==> config.mk <==
export PLATFORM = sky130hd
export DESIGN_NAME = adc_conversion_control
export DESIGN_NICKNAME = d
export VERILOG_FILES = /design/src/core/adc_ctrl_pkg.sv /design/src/core/sar_step.sv /design/src/core/adc_conversion_control.sv
export SDC_FILE = /design/constraint.sdc
export NUM_CORES = 1
export LEC_CHECK = 0
export BUFFER_PORTS_ARGS = -buffer_cell sky130_fd_sc_hd__clkbuf_2
export CAP_MARGIN = 5
export CORE_ASPECT_RATIO = 0.8
export CORE_MARGIN = 2
export CORE_UTILIZATION = 59
export DETAILED_ROUTE_END_ITERATION = 7
export GPL_TIMING_DRIVEN = 1
export PLACE_DENSITY = 0.85
export SLEW_MARGIN = 20
export SYNTH_ARGS = -nofsm -noshare
export SYNTH_HDL_FRONTEND = slang
export SYNTH_SLANG_ARGS = --single-unit
export TNS_END_PERCENT = 20
==> constraint.sdc <==
create_clock -name pclk -period 6.5 [get_ports pclk]
set_clock_uncertainty 0.2 [all_clocks]
set_input_delay 0.975 -clock pclk [delete_from_list [all_inputs] [get_ports pclk]]
set_output_delay 0.975 -clock pclk [all_outputs]
set_load 0.05 [all_outputs]
==> src/core/adc_ctrl_pkg.sv <==
package adc_ctrl_pkg;

   // ****************************************
   // Register byte offsets
   // ****************************************
   localparam logic [7:0] OFF_MODE = 8'h00;
   localparam logic [7:0] OFF_START = 8'h04;
   localparam logic [7:0] OFF_RESULT = 8'h08;
   localparam logic [7:0] OFF_IRQ_REQ = 8'h0c;
   localparam logic [7:0] OFF_IRQ_EN = 8'h10;
   localparam logic [7:0] OFF_PORT_MODE = 8'h14;
   localparam logic [7:0] OFF_EDGE_SEL = 8'h18;

   // ****************************************
   // Field positions and widths
   // ****************************************
   localparam int MODE_CH_LSB = 0;
   localparam int MODE_CH_W = 4;
   localparam int MODE_TIME_BIT = 4;
   localparam int MODE_TRIGGER_ENABLE_BIT_BIT = 5;
   localparam int START_FLAG_BIT = 7;
   localparam int IRQ_CONV_BIT = 0;
   localparam int PORT_TRIG_BIT = 0;
   localparam int EDGE_TRIG_BIT = 0;
   localparam int RESULT_W = 10;

   // ****************************************
   // Reset values and timing
   // ****************************************
   localparam logic [7:0] MODE_RST = 8'h00;
   localparam logic [7:0] PORT_MODE_RST = 8'h00;
   localparam logic [7:0] EDGE_SEL_RST = 8'h00;
   localparam logic [15:0] STEP_SHORT = 16'h0004;
   localparam logic [15:0] STEP_LONG = 16'h0008;

   typedef enum logic [2:0]
   {
      ST_IDLE = 3'b001,
      ST_SAMPLE = 3'b010,
      ST_APPROX = 3'b100
   } conv_state_e;

   typedef struct packed
   {
      logic [3:0] channel;
      logic long_time;
      logic trig_en;
   } mode_s;

endpackage

==> src/core/sar_step.sv <==
`timescale 1ns/100ps
module sar_step
   import adc_ctrl_pkg::*;
#(
   parameter int W = RESULT_W
)
(
   // Clock and reset
   input wire logic pclk,
   input wire logic presetn,
   // Control
   input wire logic load,
   input wire logic step,
   input wire logic cmp_hi,
   // State
   output logic [W-1:0] trial,
   output logic [W-1:0] bit_mask,
   output logic last
);

   // ****************************************
   // Successive approximation register
   // ****************************************
   always_ff @(posedge pclk or negedge presetn)
   begin
      if (!presetn)
      begin
         trial <= '0;
         bit_mask <= '0;
      end
      else if (load)
      begin
         bit_mask <= {1'b1, {(W-1){1'b0}}};
         trial <= {1'b1, {(W-1){1'b0}}};
      end
      else if (step)
      begin
         bit_mask <= bit_mask >> 1;
         trial <= (cmp_hi ? trial : (trial & ~bit_mask)) | (bit_mask >> 1);
      end
   end

   assign last = bit_mask[0];

endmodule

==> src/core/adc_conversion_control.sv <==
`timescale 1ns/100ps
module adc_conversion_control
   import adc_ctrl_pkg::*;
#(
   parameter int W = RESULT_W
)
(
   // Clock and reset
   input wire logic pclk,
   input wire logic presetn,
   // APB slave
   input wire logic psel,
   input wire logic penable,
   input wire logic pwrite,
   input wire logic [7:0] paddr,
   input wire logic [31:0] pwdata,
   output logic [31:0] prdata,
   output logic pready,
   output logic pslverr,
   // Analog front end
   input wire logic cmp_hi,
   output logic [3:0] channel_sel,
   output logic sample_en,
   output logic [W-1:0] dac_trial,
   // Trigger and interrupt
   input wire logic ext_trigger_pin,
   output logic irq
);

   // ****************************************
   // Declarations
   // ****************************************
   mode_s mode_r;
   logic [7:0] port_mode_reg_one_r;
   logic [7:0] edge_select_reg_r;
   logic conv_start_flag_r;
   logic conv_irq_request_flag_r;
   logic conv_irq_enable_bit_r;
   logic [W-1:0] result_r;
   conv_state_e state_r;
   logic [15:0] step_cnt_r;
   logic [2:0] trig_sync_r;
   logic wr_en;
   logic rd_en;
   logic sw_start;
   logic sw_stop;
   logic trig_edge;
   logic start_ev;
   logic tick;
   logic sar_load;
   logic sar_step_en;
   logic sar_last;
   logic conv_done;
   logic [W-1:0] sar_trial;
   logic [15:0] step_len;

   function automatic logic hit(input logic [7:0] a, input logic [7:0] off);
      hit = (a == off);
   endfunction

   // ****************************************
   // Bus decode
   // ****************************************
   assign wr_en = psel && penable && pwrite && pready;
   assign rd_en = psel && !penable && !pwrite;
   assign sw_start = wr_en && hit(paddr, OFF_START)
      && pwdata[START_FLAG_BIT];
   assign sw_stop = wr_en && hit(paddr, OFF_START)
      && !pwdata[START_FLAG_BIT];

   // ****************************************
   // Trigger synchroniser
   // ****************************************
   always_ff @(posedge pclk or negedge presetn)
   begin
      if (!presetn)
         trig_sync_r <= 3'h0;
      else
         trig_sync_r <= {trig_sync_r[1:0], ext_trigger_pin};
   end

   // ****************************************
   // Trigger edge
   // ****************************************
   always_comb
   begin
      if (edge_select_reg_r[EDGE_TRIG_BIT])
         trig_edge = trig_sync_r[1] && !trig_sync_r[2];
      else
         trig_edge = !trig_sync_r[1] && trig_sync_r[2];
   end

   // ****************************************
   // Start event
   // ****************************************
   assign start_ev = sw_start || (trig_edge && mode_r.trig_en
      && port_mode_reg_one_r[PORT_TRIG_BIT]);

   // ****************************************
   // Configuration registers
   // ****************************************
   always_ff @(posedge pclk or negedge presetn)
   begin
      if (!presetn)
      begin
         mode_r <= mode_s'(MODE_RST[5:0]);
         port_mode_reg_one_r <= PORT_MODE_RST;
         edge_select_reg_r <= EDGE_SEL_RST;
         conv_irq_enable_bit_r <= 1'b0;
      end
      else if (wr_en)
      begin
         if (hit(paddr, OFF_MODE))
         begin
            mode_r.channel <= pwdata[MODE_CH_LSB +: MODE_CH_W];
            mode_r.long_time <= pwdata[MODE_TIME_BIT];
            mode_r.trig_en <= pwdata[MODE_TRIGGER_ENABLE_BIT_BIT];
         end
         if (hit(paddr, OFF_PORT_MODE))
            port_mode_reg_one_r <= pwdata[7:0];
         if (hit(paddr, OFF_EDGE_SEL))
            edge_select_reg_r <= pwdata[7:0];
         if (hit(paddr, OFF_IRQ_EN))
            conv_irq_enable_bit_r <= pwdata[IRQ_CONV_BIT];
      end
   end

   // ****************************************
   // Conversion sequencer
   // ****************************************
   assign step_len = mode_r.long_time ? STEP_LONG : STEP_SHORT;
   assign tick = (step_cnt_r == 16'h0001);
   assign sar_load = (state_r == ST_SAMPLE) && tick;
   assign sar_step_en = (state_r == ST_APPROX) && tick && !sw_stop;
   assign conv_done = sar_step_en && sar_last;

   always_ff @(posedge pclk or negedge presetn)
   begin
      if (!presetn)
         state_r <= ST_IDLE;
      else
      begin
         unique case (state_r)
            ST_IDLE:
            begin
               if (start_ev)
                  state_r <= ST_SAMPLE;
            end
            ST_SAMPLE, ST_APPROX:
            begin
               if (sw_stop)
                  state_r <= ST_IDLE;
               else if (tick)
               begin
                  if (state_r == ST_SAMPLE)
                     state_r <= ST_APPROX;
                  else if (sar_last)
                     state_r <= ST_IDLE;
               end
            end
            default:
               state_r <= ST_IDLE;
         endcase
      end
   end

   // ****************************************
   // Step counter
   // ****************************************
   always_ff @(posedge pclk or negedge presetn)
   begin
      if (!presetn)
         step_cnt_r <= 16'h0000;
      else if (state_r == ST_IDLE || tick)
         step_cnt_r <= step_len;
      else
         step_cnt_r <= step_cnt_r - 16'h0001;
   end

   sar_step #(.W(W)) u_sar
   (
      .pclk(pclk),
      .presetn(presetn),
      .load(sar_load),
      .step(sar_step_en),
      .cmp_hi(cmp_hi),
      .trial(sar_trial),
      .bit_mask(),
      .last(sar_last)
   );

   // ****************************************
   // Start flag
   // ****************************************
   always_ff @(posedge pclk or negedge presetn)
   begin
      if (!presetn)
         conv_start_flag_r <= 1'b0;
      else if (start_ev && state_r == ST_IDLE)
         conv_start_flag_r <= 1'b1;
      else if (conv_done || sw_stop)
         conv_start_flag_r <= 1'b0;
   end

   // ****************************************
   // Conversion result
   // ****************************************
   always_ff @(posedge pclk or negedge presetn)
   begin
      if (!presetn)
         result_r <= '0;
      else if (conv_done)
         result_r <= cmp_hi ? sar_trial : (sar_trial & ~W'(1));
   end

   // ****************************************
   // Interrupt request flag
   // ****************************************
   always_ff @(posedge pclk or negedge presetn)
   begin
      if (!presetn)
         conv_irq_request_flag_r <= 1'b0;
      else if (conv_done)
         conv_irq_request_flag_r <= 1'b1;
      else if (wr_en && hit(paddr, OFF_IRQ_REQ) && pwdata[IRQ_CONV_BIT])
         conv_irq_request_flag_r <= 1'b0;
   end

   // ****************************************
   // Interrupt line
   // ****************************************
   always_ff @(posedge pclk or negedge presetn)
   begin
      if (!presetn)
         irq <= 1'b0;
      else
         irq <= conv_irq_request_flag_r && conv_irq_enable_bit_r;
   end

   // ****************************************
   // Analog outputs
   // ****************************************
   always_ff @(posedge pclk or negedge presetn)
   begin
      if (!presetn)
      begin
         channel_sel <= 4'h0;
         sample_en <= 1'b0;
         dac_trial <= '0;
      end
      else
      begin
         channel_sel <= mode_r.channel;
         sample_en <= (state_r == ST_SAMPLE);
         dac_trial <= sar_trial;
      end
   end

   // ****************************************
   // APB read and response
   // ****************************************
   always_ff @(posedge pclk or negedge presetn)
   begin
      if (!presetn)
      begin
         prdata <= 32'h0000_0000;
         pready <= 1'b0;
         pslverr <= 1'b0;
      end
      else
      begin
         pready <= psel && !penable;
         pslverr <= 1'b0;
         if (rd_en)
         begin
            prdata <= 32'h0000_0000;
            unique case (paddr)
               OFF_MODE:
               begin
                  prdata[MODE_CH_LSB +: MODE_CH_W] <= mode_r.channel;
                  prdata[MODE_TIME_BIT] <= mode_r.long_time;
                  prdata[MODE_TRIGGER_ENABLE_BIT_BIT] <= mode_r.trig_en;
               end
               OFF_START: prdata[START_FLAG_BIT] <= conv_start_flag_r;
               OFF_RESULT: prdata[W-1:0] <= result_r;
               OFF_IRQ_REQ: prdata[IRQ_CONV_BIT] <= conv_irq_request_flag_r;
               OFF_IRQ_EN: prdata[IRQ_CONV_BIT] <= conv_irq_enable_bit_r;
               OFF_PORT_MODE: prdata[7:0] <= port_mode_reg_one_r;
               OFF_EDGE_SEL: prdata[7:0] <= edge_select_reg_r;
               default: pslverr <= psel && !penable;
            endcase
         end
      end
   end

endmodule

==> results.json, run 1 <==
{
  "avgViaCountPerCell": 5.627,
  "numCtsBuffers": 9,
  "hold_slack_ns": 0.1620,
  "grt_use_total": 0.2253,
  "start_kind": "input port",
  "ys_seq_area_frac": 0.5631,
  "ys.flop_type": "dfrtp_1",
  "crit_arrival_ns": 3.17,
  "fmax_mhz": 320.6,
  "cts_setup_buffers": 0,
  "ios": 97,
  "htreeDepth": 3,
  "root_buffer": "clkbuf_8",
  "postRouteAntennaNets": 0,
  "postPlaceCellArea_um2": 4916,
  "status": "finished, final reports clean",
  "power.switching_w": 0.0002674,
  "hold_path.class": "reg2reg",
  "clkPwrFrac": 0.346,
  "ctsResizeCount": 0,
  "dp_cells": 534,
  "async_reset_ff_frac": 1.000,
  "core_um2": 7532,
  "end_kind": "flip-flop",
  "grt_max_degree": 80,
  "synth_area_um2": 4668,
  "die-area_um2": 8644,
  "synth_edf_count": 0,
  "power_frac_seq": 0.591,
  "period_share": 0.4798,
  "dp_hpwl_um": 6297,
  "grt_pass1_vias": 3038,
  "drive_gt1_frac": 0.2652,
  "syn2layout_area_growth_pct": 9.300,
  "multi_input_area_um2": 1873,
  "gp_congestion": 0.8246,
  "setup_viol": 0,
  "finalHoldViolCount": 0,
  "worstMarginPinSlew_ns": 1.037,
  "insertedDiodeCount": 0,
  "drt_iter0_markers": 213,
  "p_per_area_nw_per_um2": 217.5,
  "start_util": 0.6198,
  "fin_area_um2": 5102,
  "intPower_w": 0.0008425,
  "wirelength_um": 9008,
  "grt_pass1_wl_um": 15170,
  "period_needed_ns": 3.119,
  "p_leak_nw": 2.384,
  "fill_cells": 544,
  "slew_headroom": 0.3046,
  "synth_cell_types": 54,
  "p_comb_frac": 0.063,
  "cap_viol_max_count": 0,
  "die_h_um": 83.56,
  "vias": 3095,
  "cts.sinks": 105,
  "final_nets": 489,
  "clock_path_buffers": 2,
  "die_x_um": 103.5,
  "layout.cells.non_filler": 550,
  "register_area_um2": 2629,
  "cts_hold_buffers": 0,
  "postSynthRegisterBits": 105,
  "path_class": "in2reg",
  "overflow": 0,
  "first_pass_iters": 4,
  "clk_latency_ns": 0.36,
  "netlist_instances": 392,
  "required_ns": 6.55,
  "antenna_found_initial": 0,
  "fin_util": 0.6774,
  "tritoncts": "built",
  "remaining_drc_errors": 0,
  "slew_violations": 0,
  "portBuffers": 50,
  "critPathMaxFanout": 22,
  "wl_per_cell_um": 16.38,
  "yosys_warnings": 0,
  "avgSynthCellArea_um2": 11.91,
  "num_rows": 28,
  "rsz0062_at_grt": "no",
  "clk_pin_slew_ns": 0.09,
  "tns_ns": 0,
  "swShare": 0.2409,
  "ir_drop_mv": 0.1314
}
routing by layer:
| metal | part of all wire | track usage | up-vias |
|---|---|---|---|
| met1 | 0.48 | 0.3301 | 1544 |
| met2 | 0.46 | 0.3343 | 82 |
| met3 | 0.044 | 0.05193 | 10 |
| met4 | 0.013 | 0.06938 | 0 |
| met5 | 0 | 0 | - |
| li1 | - | - | 1459 |
flip-flops by register name, summed over array words and instances, names as in the netlist:
register,flops
port_mode_reg_one_r,8
edge_select_reg_r,8
state_r,3
mode_r,6
dac_trial,10
sample_en,1
pslverr,1
step_cnt_r,16
conv_irq_enable_bit_r,1
channel_sel,4
conv_start_flag_r,1
pready,1
result_r,10
irq,1
u_sar.trial,10
prdata,10
trig_sync_r,3
u_sar.bit_mask,10
conv_irq_request_flag_r,1
logic make-up after synthesis:
family | synth area share
buffers and inverters | 0.05253
other | 0.0008033
xor gates and xnor gates | 0.02251
AOI/OAI and AO/OA | 0.1187
and+or+nand+nor | 0.1337
muxes | 0.1032
DFF | 0.5631
adders and majority gates | 0.005360
worst max-delay path: stages:
cell	delay, ns
clkbuf_2	0.31
or4_1	0.75
nor4_4	0.44
or4_4	0.33
mux2_2	0.36
placed cells by master, fill, tap and decap left out, types with 5 or more instances in the layout:
master / synthesis / routed
clkbuf_2: 0 / 49
a21oi_1: 16 / 16
o21ai_0: 21 / 21
mux2_2: 29 / 29
inv_1: 6 / 6
nand2_1: 20 / 20
mux2i_1: 5 / 5
nand3_1: 7 / 7
mux2_4: 7 / 7
nand2b_1: 5 / 5
or3_1: 6 / 6
a21o_1: 9 / 9
a22o_1: 14 / 14
a22oi_1: 6 / 6
clkbuf_8: 0 / 9
nor3_1: 5 / 5
xor2_1: 8 / 8
dfrtp_1: 104 / 104
nor2_1: 33 / 33
conb_1: 1 / 22
synthesized netlist by cell type, drive strengths merged (2+ instances only):
library cell / count / area share
a31oi: 3 / 0.0040
or2: 3 / 0.0040
inv: 6 / 0.0048
and2: 4 / 0.0054
or4: 4 / 0.0072
mux2: 36 / 0.092
nand3b: 3 / 0.0048
o21ai: 22 / 0.024
xnor2: 4 / 0.0075
dfrtp: 104 / 0.56
or3: 6 / 0.0080
ha: 2 / 0.0054
a31o: 2 / 0.0038
nand3: 7 / 0.0075
nor3b: 2 / 0.0032
a21oi: 16 / 0.017
xor2: 8 / 0.015
a22oi: 6 / 0.0096
nor4: 6 / 0.019
mux2i: 5 / 0.011
nand4: 2 / 0.0059
nand2: 20 / 0.016
buf: 25 / 0.040
a21o: 9 / 0.014
clkbuf: 10 / 0.0080
nor2b: 2 / 0.0027
o31ai: 4 / 0.0064
a22o: 14 / 0.026
nor2: 33 / 0.027
nand2b: 5 / 0.0067
nor3: 6 / 0.0075
area by class of cell:
cell class                 instances  area share
sequential                       105      0.5152
clock inverter                     6     0.01153
timing repair buffer              51     0.05101
inverter                           6    0.004414
multi-input combinational        267      0.3671
clock buffer                      10     0.02501
tap                              105     0.02575
stage by stage:
step / worst slack (ns) / power [W]
after floorplan: 3.597 / 0.0007229
after global placement: 3.065 / 0.0007382
after detailed placement: 3.009 / 0.0007393
after CTS: 3.403 / 0.001124
after global routing: 3.284 / 0.001156
final: 3.381 / 0.001110
power by group through the flow:
stage	Combinational [W]	Sequential (W)	Clock [W]
5_1_grt	0.0000765	0.000657	0.000423
3_5_place_dp	0.0000700	0.000669	0
4_1_cts	0.0000702	0.000656	0.000397
3_3_place_gp	0.0000690	0.000669	0
2_1_floorplan	0.0000510	0.000672	0
6_report	0.0000698	0.000656	0.000384
worst paths after layout:
check,startpoint,end,slack (ns),depth (start not counted)
setup / recovery,paddr[4],result_r[2],3.38,5
hold / removal,trig_sync_r[0],trig_sync_r[1],0.16,0
setup reg to reg,step_cnt_r[1],u_sar.trial[8],3.57,7
hold reg to reg,trig_sync_r[0],trig_sync_r[1],0.16,0
max in group asynchronous,presetn,result_r[9],4.52,2
min in group asynchronous,presetn,edge_select_reg_r[1],0.31,1
No activity file was read; power rests on OpenSTA's default activity.
==> inputs of run 2 (changes only) <==
- CORE_UTILIZATION: 59 -> 49
- PLACE_DENSITY: 0.85 -> 0.76
- clock period: 6.5 -> 2.6 ns (I/O delays scaled with it)
==> results.json, run 2 (synthesis results as in run 1) <==
{
  "gp_congestion": 0.8796,
  "grt_pass1_wl_um": 16090,
  "grt_pass1_vias": 3143,
  "r2r_end": "result_r[9]",
  "syn2layout_area_growth_pct": 15.92,
  "critPathMaxFanout": 12,
  "postRouteAntennaNets": 0,
  "grt_max_degree": 55,
  "hold_path.class": "in2reg",
  "overflow": 0,
  "top_register": "step_cnt_r",
  "intPower_w": 0.002389,
  "cap_viol_max_count": 0,
  "die-area_um2": 10330,
  "core_um2": 9154,
  "status": "finished with violations",
  "crit_path_start": "step_cnt_r[1]",
  "die_h_um": 91.30,
  "clkPwrFrac": 0.417,
  "reg2reg_from": "step_cnt_r[1]",
  "end_kind": "flip-flop",
  "start_util": 0.5100,
  "htreeDepth": 3,
  "p_comb_frac": 0.060,
  "drt_iter0_markers": 228,
  "period_needed_ns": 2.435,
  "cts.sinks": 105,
  "period_share": 0.9366,
  "final_common_cell": "dfrtp_1",
  "rsz0062_at_grt": "no",
  "wl_per_cell_um": 16.86,
  "fin_util": 0.5912,
  "clock_path_buffers": 2,
  "power_frac_seq": 0.522,
  "required_ns": 2.63,
  "slew_violations": 0,
  "crit_path_top_delay_cell": "or4_4",
  "clk_pin_slew_ns": 0.07,
  "ir_drop_mv": 0.3584,
  "final_nets": 511,
  "die_x_um": 113.1,
  "numCtsBuffers": 9,
  "avgViaCountPerCell": 5.567,
  "setup_viol": 0,
  "mostFrequentLayoutCells": "dfrtp_1, clkbuf_2, nor2_1",
  "antenna_found_initial": 0,
  "tritoncts": "built",
  "wirelength_um": 9811,
  "drive_gt1_frac": 0.2955,
  "ios": 97,
  "insertedDiodeCount": 0,
  "grt_use_total": 0.1987,
  "vias": 3240,
  "fmax_mhz": 410.7,
  "portBuffers": 50,
  "path_class": "reg2reg",
  "finalHoldViolCount": 0,
  "dp_slack_ns": 0.1359,
  "swShare": 0.2402,
  "worstMarginPinSlew_ns": 0.5849,
  "tns_ns": 0,
  "root_buffer": "clkbuf_16",
  "first_pass_iters": 7,
  "crit_end": "result_r[9]",
  "clk_latency_ns": 0.34,
  "largest_reg_flops": 16,
  "p_leak_nw": 2.528,
  "slew_headroom": 0.6065,
  "path_cells": "inv_1, ha_1, nor4b_4, nand4_4, or4_4, mux2_4",
  "remaining_drc_errors": 8,
  "rr_worst_depth": 6,
  "power.switching_w": 0.0007554,
  "p_per_area_nw_per_um2": 581.1,
  "dp_hpwl_um": 6824,
  "failed_checks": "DRC",
  "max_stage_delay_ns": 0.68,
  "start_kind": "flip-flop",
  "rrSetupSlack_ns": 0.16,
  "num_rows": 31,
  "crit_arrival_ns": 2.47,
  "setup_slack_ns": 0.1649
}
==> run 2: cell count changes in the layout (fill, tap and decap cells not counted), moves of 2 or more <==
| cell | change |
|---|---|
| clkbuf_8 | -7 |
| buf_4 | +19 |
| clkinv_2 | -4 |
| clkinvlp_4 | +2 |
| dlygate4sd3_1 | +2 |
| clkbuf_16 | +9 |
==> run 2: stage by stage <==
step / hold slack [ns] / power (W) / area, um2 / instances
after floorplan: -0.1056 / 0.001807 / 4747 / 413
after global routing: 0.02929 / 0.003258 / 5411 / 582
after detailed placement: 0.08215 / 0.001861 / 5091 / 564
after global placement: 0.07757 / 0.001858 / 5091 / 564
final: 0.02694 / 0.003145 / 5411 / 582
after CTS: 0.02303 / 0.003174 / 5403 / 582
==> run 2: area by class of cell <==
class	instances	area, um2
Clock buffer	12	256.5
Clock inverter	4	35.03
Fill cell	726	3742
Inverter	6	22.52
Multi-Input combinational cell	267	1882
Sequential cell	105	2629
Tap cell	115	143.9
Timing Repair Buffer	73	442.9
==> run 2: critical path, delay by kind of cell (launching register included) <==
family | cells | cell delay [ns]
flip-flops | 1 | 0.40
AND/OR/NAND/NOR | 3 | 1.13
multiplexers | 1 | 0.34
buffers and inverters | 1 | 0.10
adder cells (fa/ha/maj) | 1 | 0.17
==> run 2: worst min path at each step <==
stage	from	end	slack, ns	cells after the start
after floorplan	presetn	channel_sel[0]	-0.11	0
after global placement	presetn	channel_sel[3]	0.08	1
after detailed placement	presetn	channel_sel[3]	0.08	1
after CTS	penable	pready	0.02	2
after global routing	penable	pready	0.03	2
final	penable	pready	0.03	2
==> run 2: what timing repair did <==
action | CTS | global route
hold endpoints to repair | 18 | 0
buffers inserted | 0 | 0
resized for setup | 0 | 1
hold buffers | 2 | 0
setup endpoints to repair | 0 | 9
==> run 2: layer usage <==
metal | track usage | part of all wire | vias up
met5 | 0 | 0 | -
met2 | 0.3049 | 0.46 | 121
met4 | 0.06504 | 0.019 | 0
met1 | 0.2773 | 0.46 | 1600
met3 | 0.05140 | 0.062 | 14
li1 | - | - | 1505
==> run 2: power by group through the flow <==
stage | sequential (W) | clock (W) | combinational [W]
final | 0.00164 | 0.00131 | 0.000190
after floorplan | 0.00168 | 0 | 0.000128
after detailed placement | 0.00167 | 0 | 0.000187
after global routing | 0.00164 | 0.00141 | 0.000207
after CTS | 0.00164 | 0.00134 | 0.000191
after global placement | 0.00167 | 0 | 0.000184
==> inputs of run 3 (changes only) <==
- PLACE_DENSITY: 0.76 -> 0.75
- RECOVER_POWER: default -> 100
- SYNTH_HIERARCHICAL: default -> 1
==> results.json, run 3 <==
{
  "netlist_instances": 402,
  "yosys_warnings": 6,
  "status": "finished, final reports clean",
  "top_register": "step_cnt_r",
  "core_um2": 9529,
  "dp_cells": 574,
  "drive_gt1_frac": 0.2241,
  "htreeDepth": 3,
  "start_kind": "flip-flop",
  "mostFrequentLayoutCells": "dfrtp_1, clkbuf_1, mux2_2",
  "grt_pass1_vias": 3114,
  "grt_pass1_wl_um": 15720,
  "syn2layout_area_growth_pct": 12.38,
  "root_buffer": "clkbuf_16",
  "portBuffers": 50,
  "wirelength_um": 9510,
  "dp_hpwl_um": 6693,
  "period_needed_ns": 2.375,
  "ir_drop_mv": 0.3211,
  "final_common_cell": "dfrtp_1",
  "path_class": "reg2reg",
  "die_h_um": 92.15,
  "clock_path_buffers": 2,
  "fmax_mhz": 421.0,
  "path_cells": "nor4_2, nand3_2, or2_2, nor2_2, buf_6, nand2_1, a311oi_1",
  "setup_slack_ns": 0.2248,
  "postRouteAntennaNets": 0,
  "grt_max_degree": 41,
  "start_util": 0.4995,
  "slew_headroom": 0.3491,
  "required_ns": 2.64,
  "clk_latency_ns": 0.34,
  "hold_slack_ns": 0.03009,
  "synth_area_um2": 4760,
  "period_share": 0.9135,
  "critPathMaxFanout": 29,
  "crit_path_top_delay_cell": "dfrtp_1",
  "finalHoldViolCount": 0,
  "avgViaCountPerCell": 5.390,
  "crit_arrival_ns": 2.42,
  "gp_congestion": 0.7935,
  "first_pass_iters": 6,
  "insertedDiodeCount": 0,
  "die_x_um": 114.2,
  "layout.cells.non_filler": 592,
  "max_stage_delay_ns": 0.43,
  "remaining_drc_errors": 0,
  "vias": 3191,
  "cap_viol_max_count": 0,
  "num_rows": 32,
  "antenna_found_initial": 0,
  "dp_slack_ns": 0.1570,
  "slew_violations": 0,
  "clk_pin_slew_ns": 0.07,
  "tritoncts": "built",
  "p_leak_nw": 2.452,
  "end_kind": "flip-flop",
  "worstMarginPinSlew_ns": 0.9764,
  "avgSynthCellArea_um2": 11.84,
  "ios": 97,
  "drt_iter0_markers": 198,
  "fin_util": 0.5613,
  "grt_use_total": 0.1921,
  "p_per_area_nw_per_um2": 601.0,
  "largest_reg_flops": 16,
  "setup_viol": 0,
  "die-area_um2": 10520,
  "numCtsBuffers": 9,
  "overflow": 0,
  "rsz0062_at_grt": "no",
  "cts.sinks": 105,
  "wl_per_cell_um": 16.06,
  "tns_ns": 0,
  "hold_path.class": "in2reg",
  "final_nets": 517
}
[run 3: layout make-up]
type                    count  area, um2
multi-input cells         271       1858
clock inverters             7      85.08
well taps                 119      148.9
flip-flops and latches    105       2629
repair buffers             75      380.4
inverters                   6      22.52
fillers                   806       4180
clock buffers               9      225.2
[run 3: what timing repair did]
| action | in CTS | in global routing |
|---|---|---|
| hold buffers | 2 | 0 |
| gates resized for setup | 0 | 1 |
| buffers inserted | 0 | 0 |
| setup endpoints to repair | 0 | 1 |
| endpoints found under the hold margin | 37 | 0 |
[run 3: routing by layer]
metal  wire length (um)  global-route usage  up-vias
met1               4685              0.2791     1574
met4                106             0.04980        0
met3                438             0.05552        8
met2               4280              0.2837       88
met5                  0                   0        -
li1                   -                   -     1521
[run 3: power breakdown]
part	internal [W]	switching, W
clock network	0.000765	0.000622
logic	0.0000351	0.000151
registers	0.00164	0.00000349
total	0.00244	0.000776
[run 3: critical path: cells and delay by family, from the launching register on]
family          cells  cell delay [ns]
simple gates        5             1.09
flops               1             0.43
compound gates      1             0.28
buf+inv             1             0.25
[run 3: final timing paths]
path	start	endpoint	slack, ns	cells past startpoint
worst max-delay path	step_cnt_r[10]	u_sar/trial[1]	0.22	7
worst min-delay path	penable	pready	0.03	2
worst max register to register	step_cnt_r[10]	u_sar/trial[1]	0.22	7
worst min register to register	trig_sync_r[0]	trig_sync_r[1]	0.18	0
max in group asynchronous	presetn	port_mode_reg_one_r[0]	0.36	3
min in group asynchronous	presetn	u_sar/bit_mask[7]	0.54	2
[run 3: metrics by stage]
step | instance area [um2] | total power, W
3_3_place_gp | 5162 | 0.001862
3_5_place_dp | 5162 | 0.001865
2_1_floorplan | 4838 | 0.001814
6_report | 5349 | 0.003215
5_1_grt | 5349 | 0.003336
4_1_cts | 5493 | 0.003255
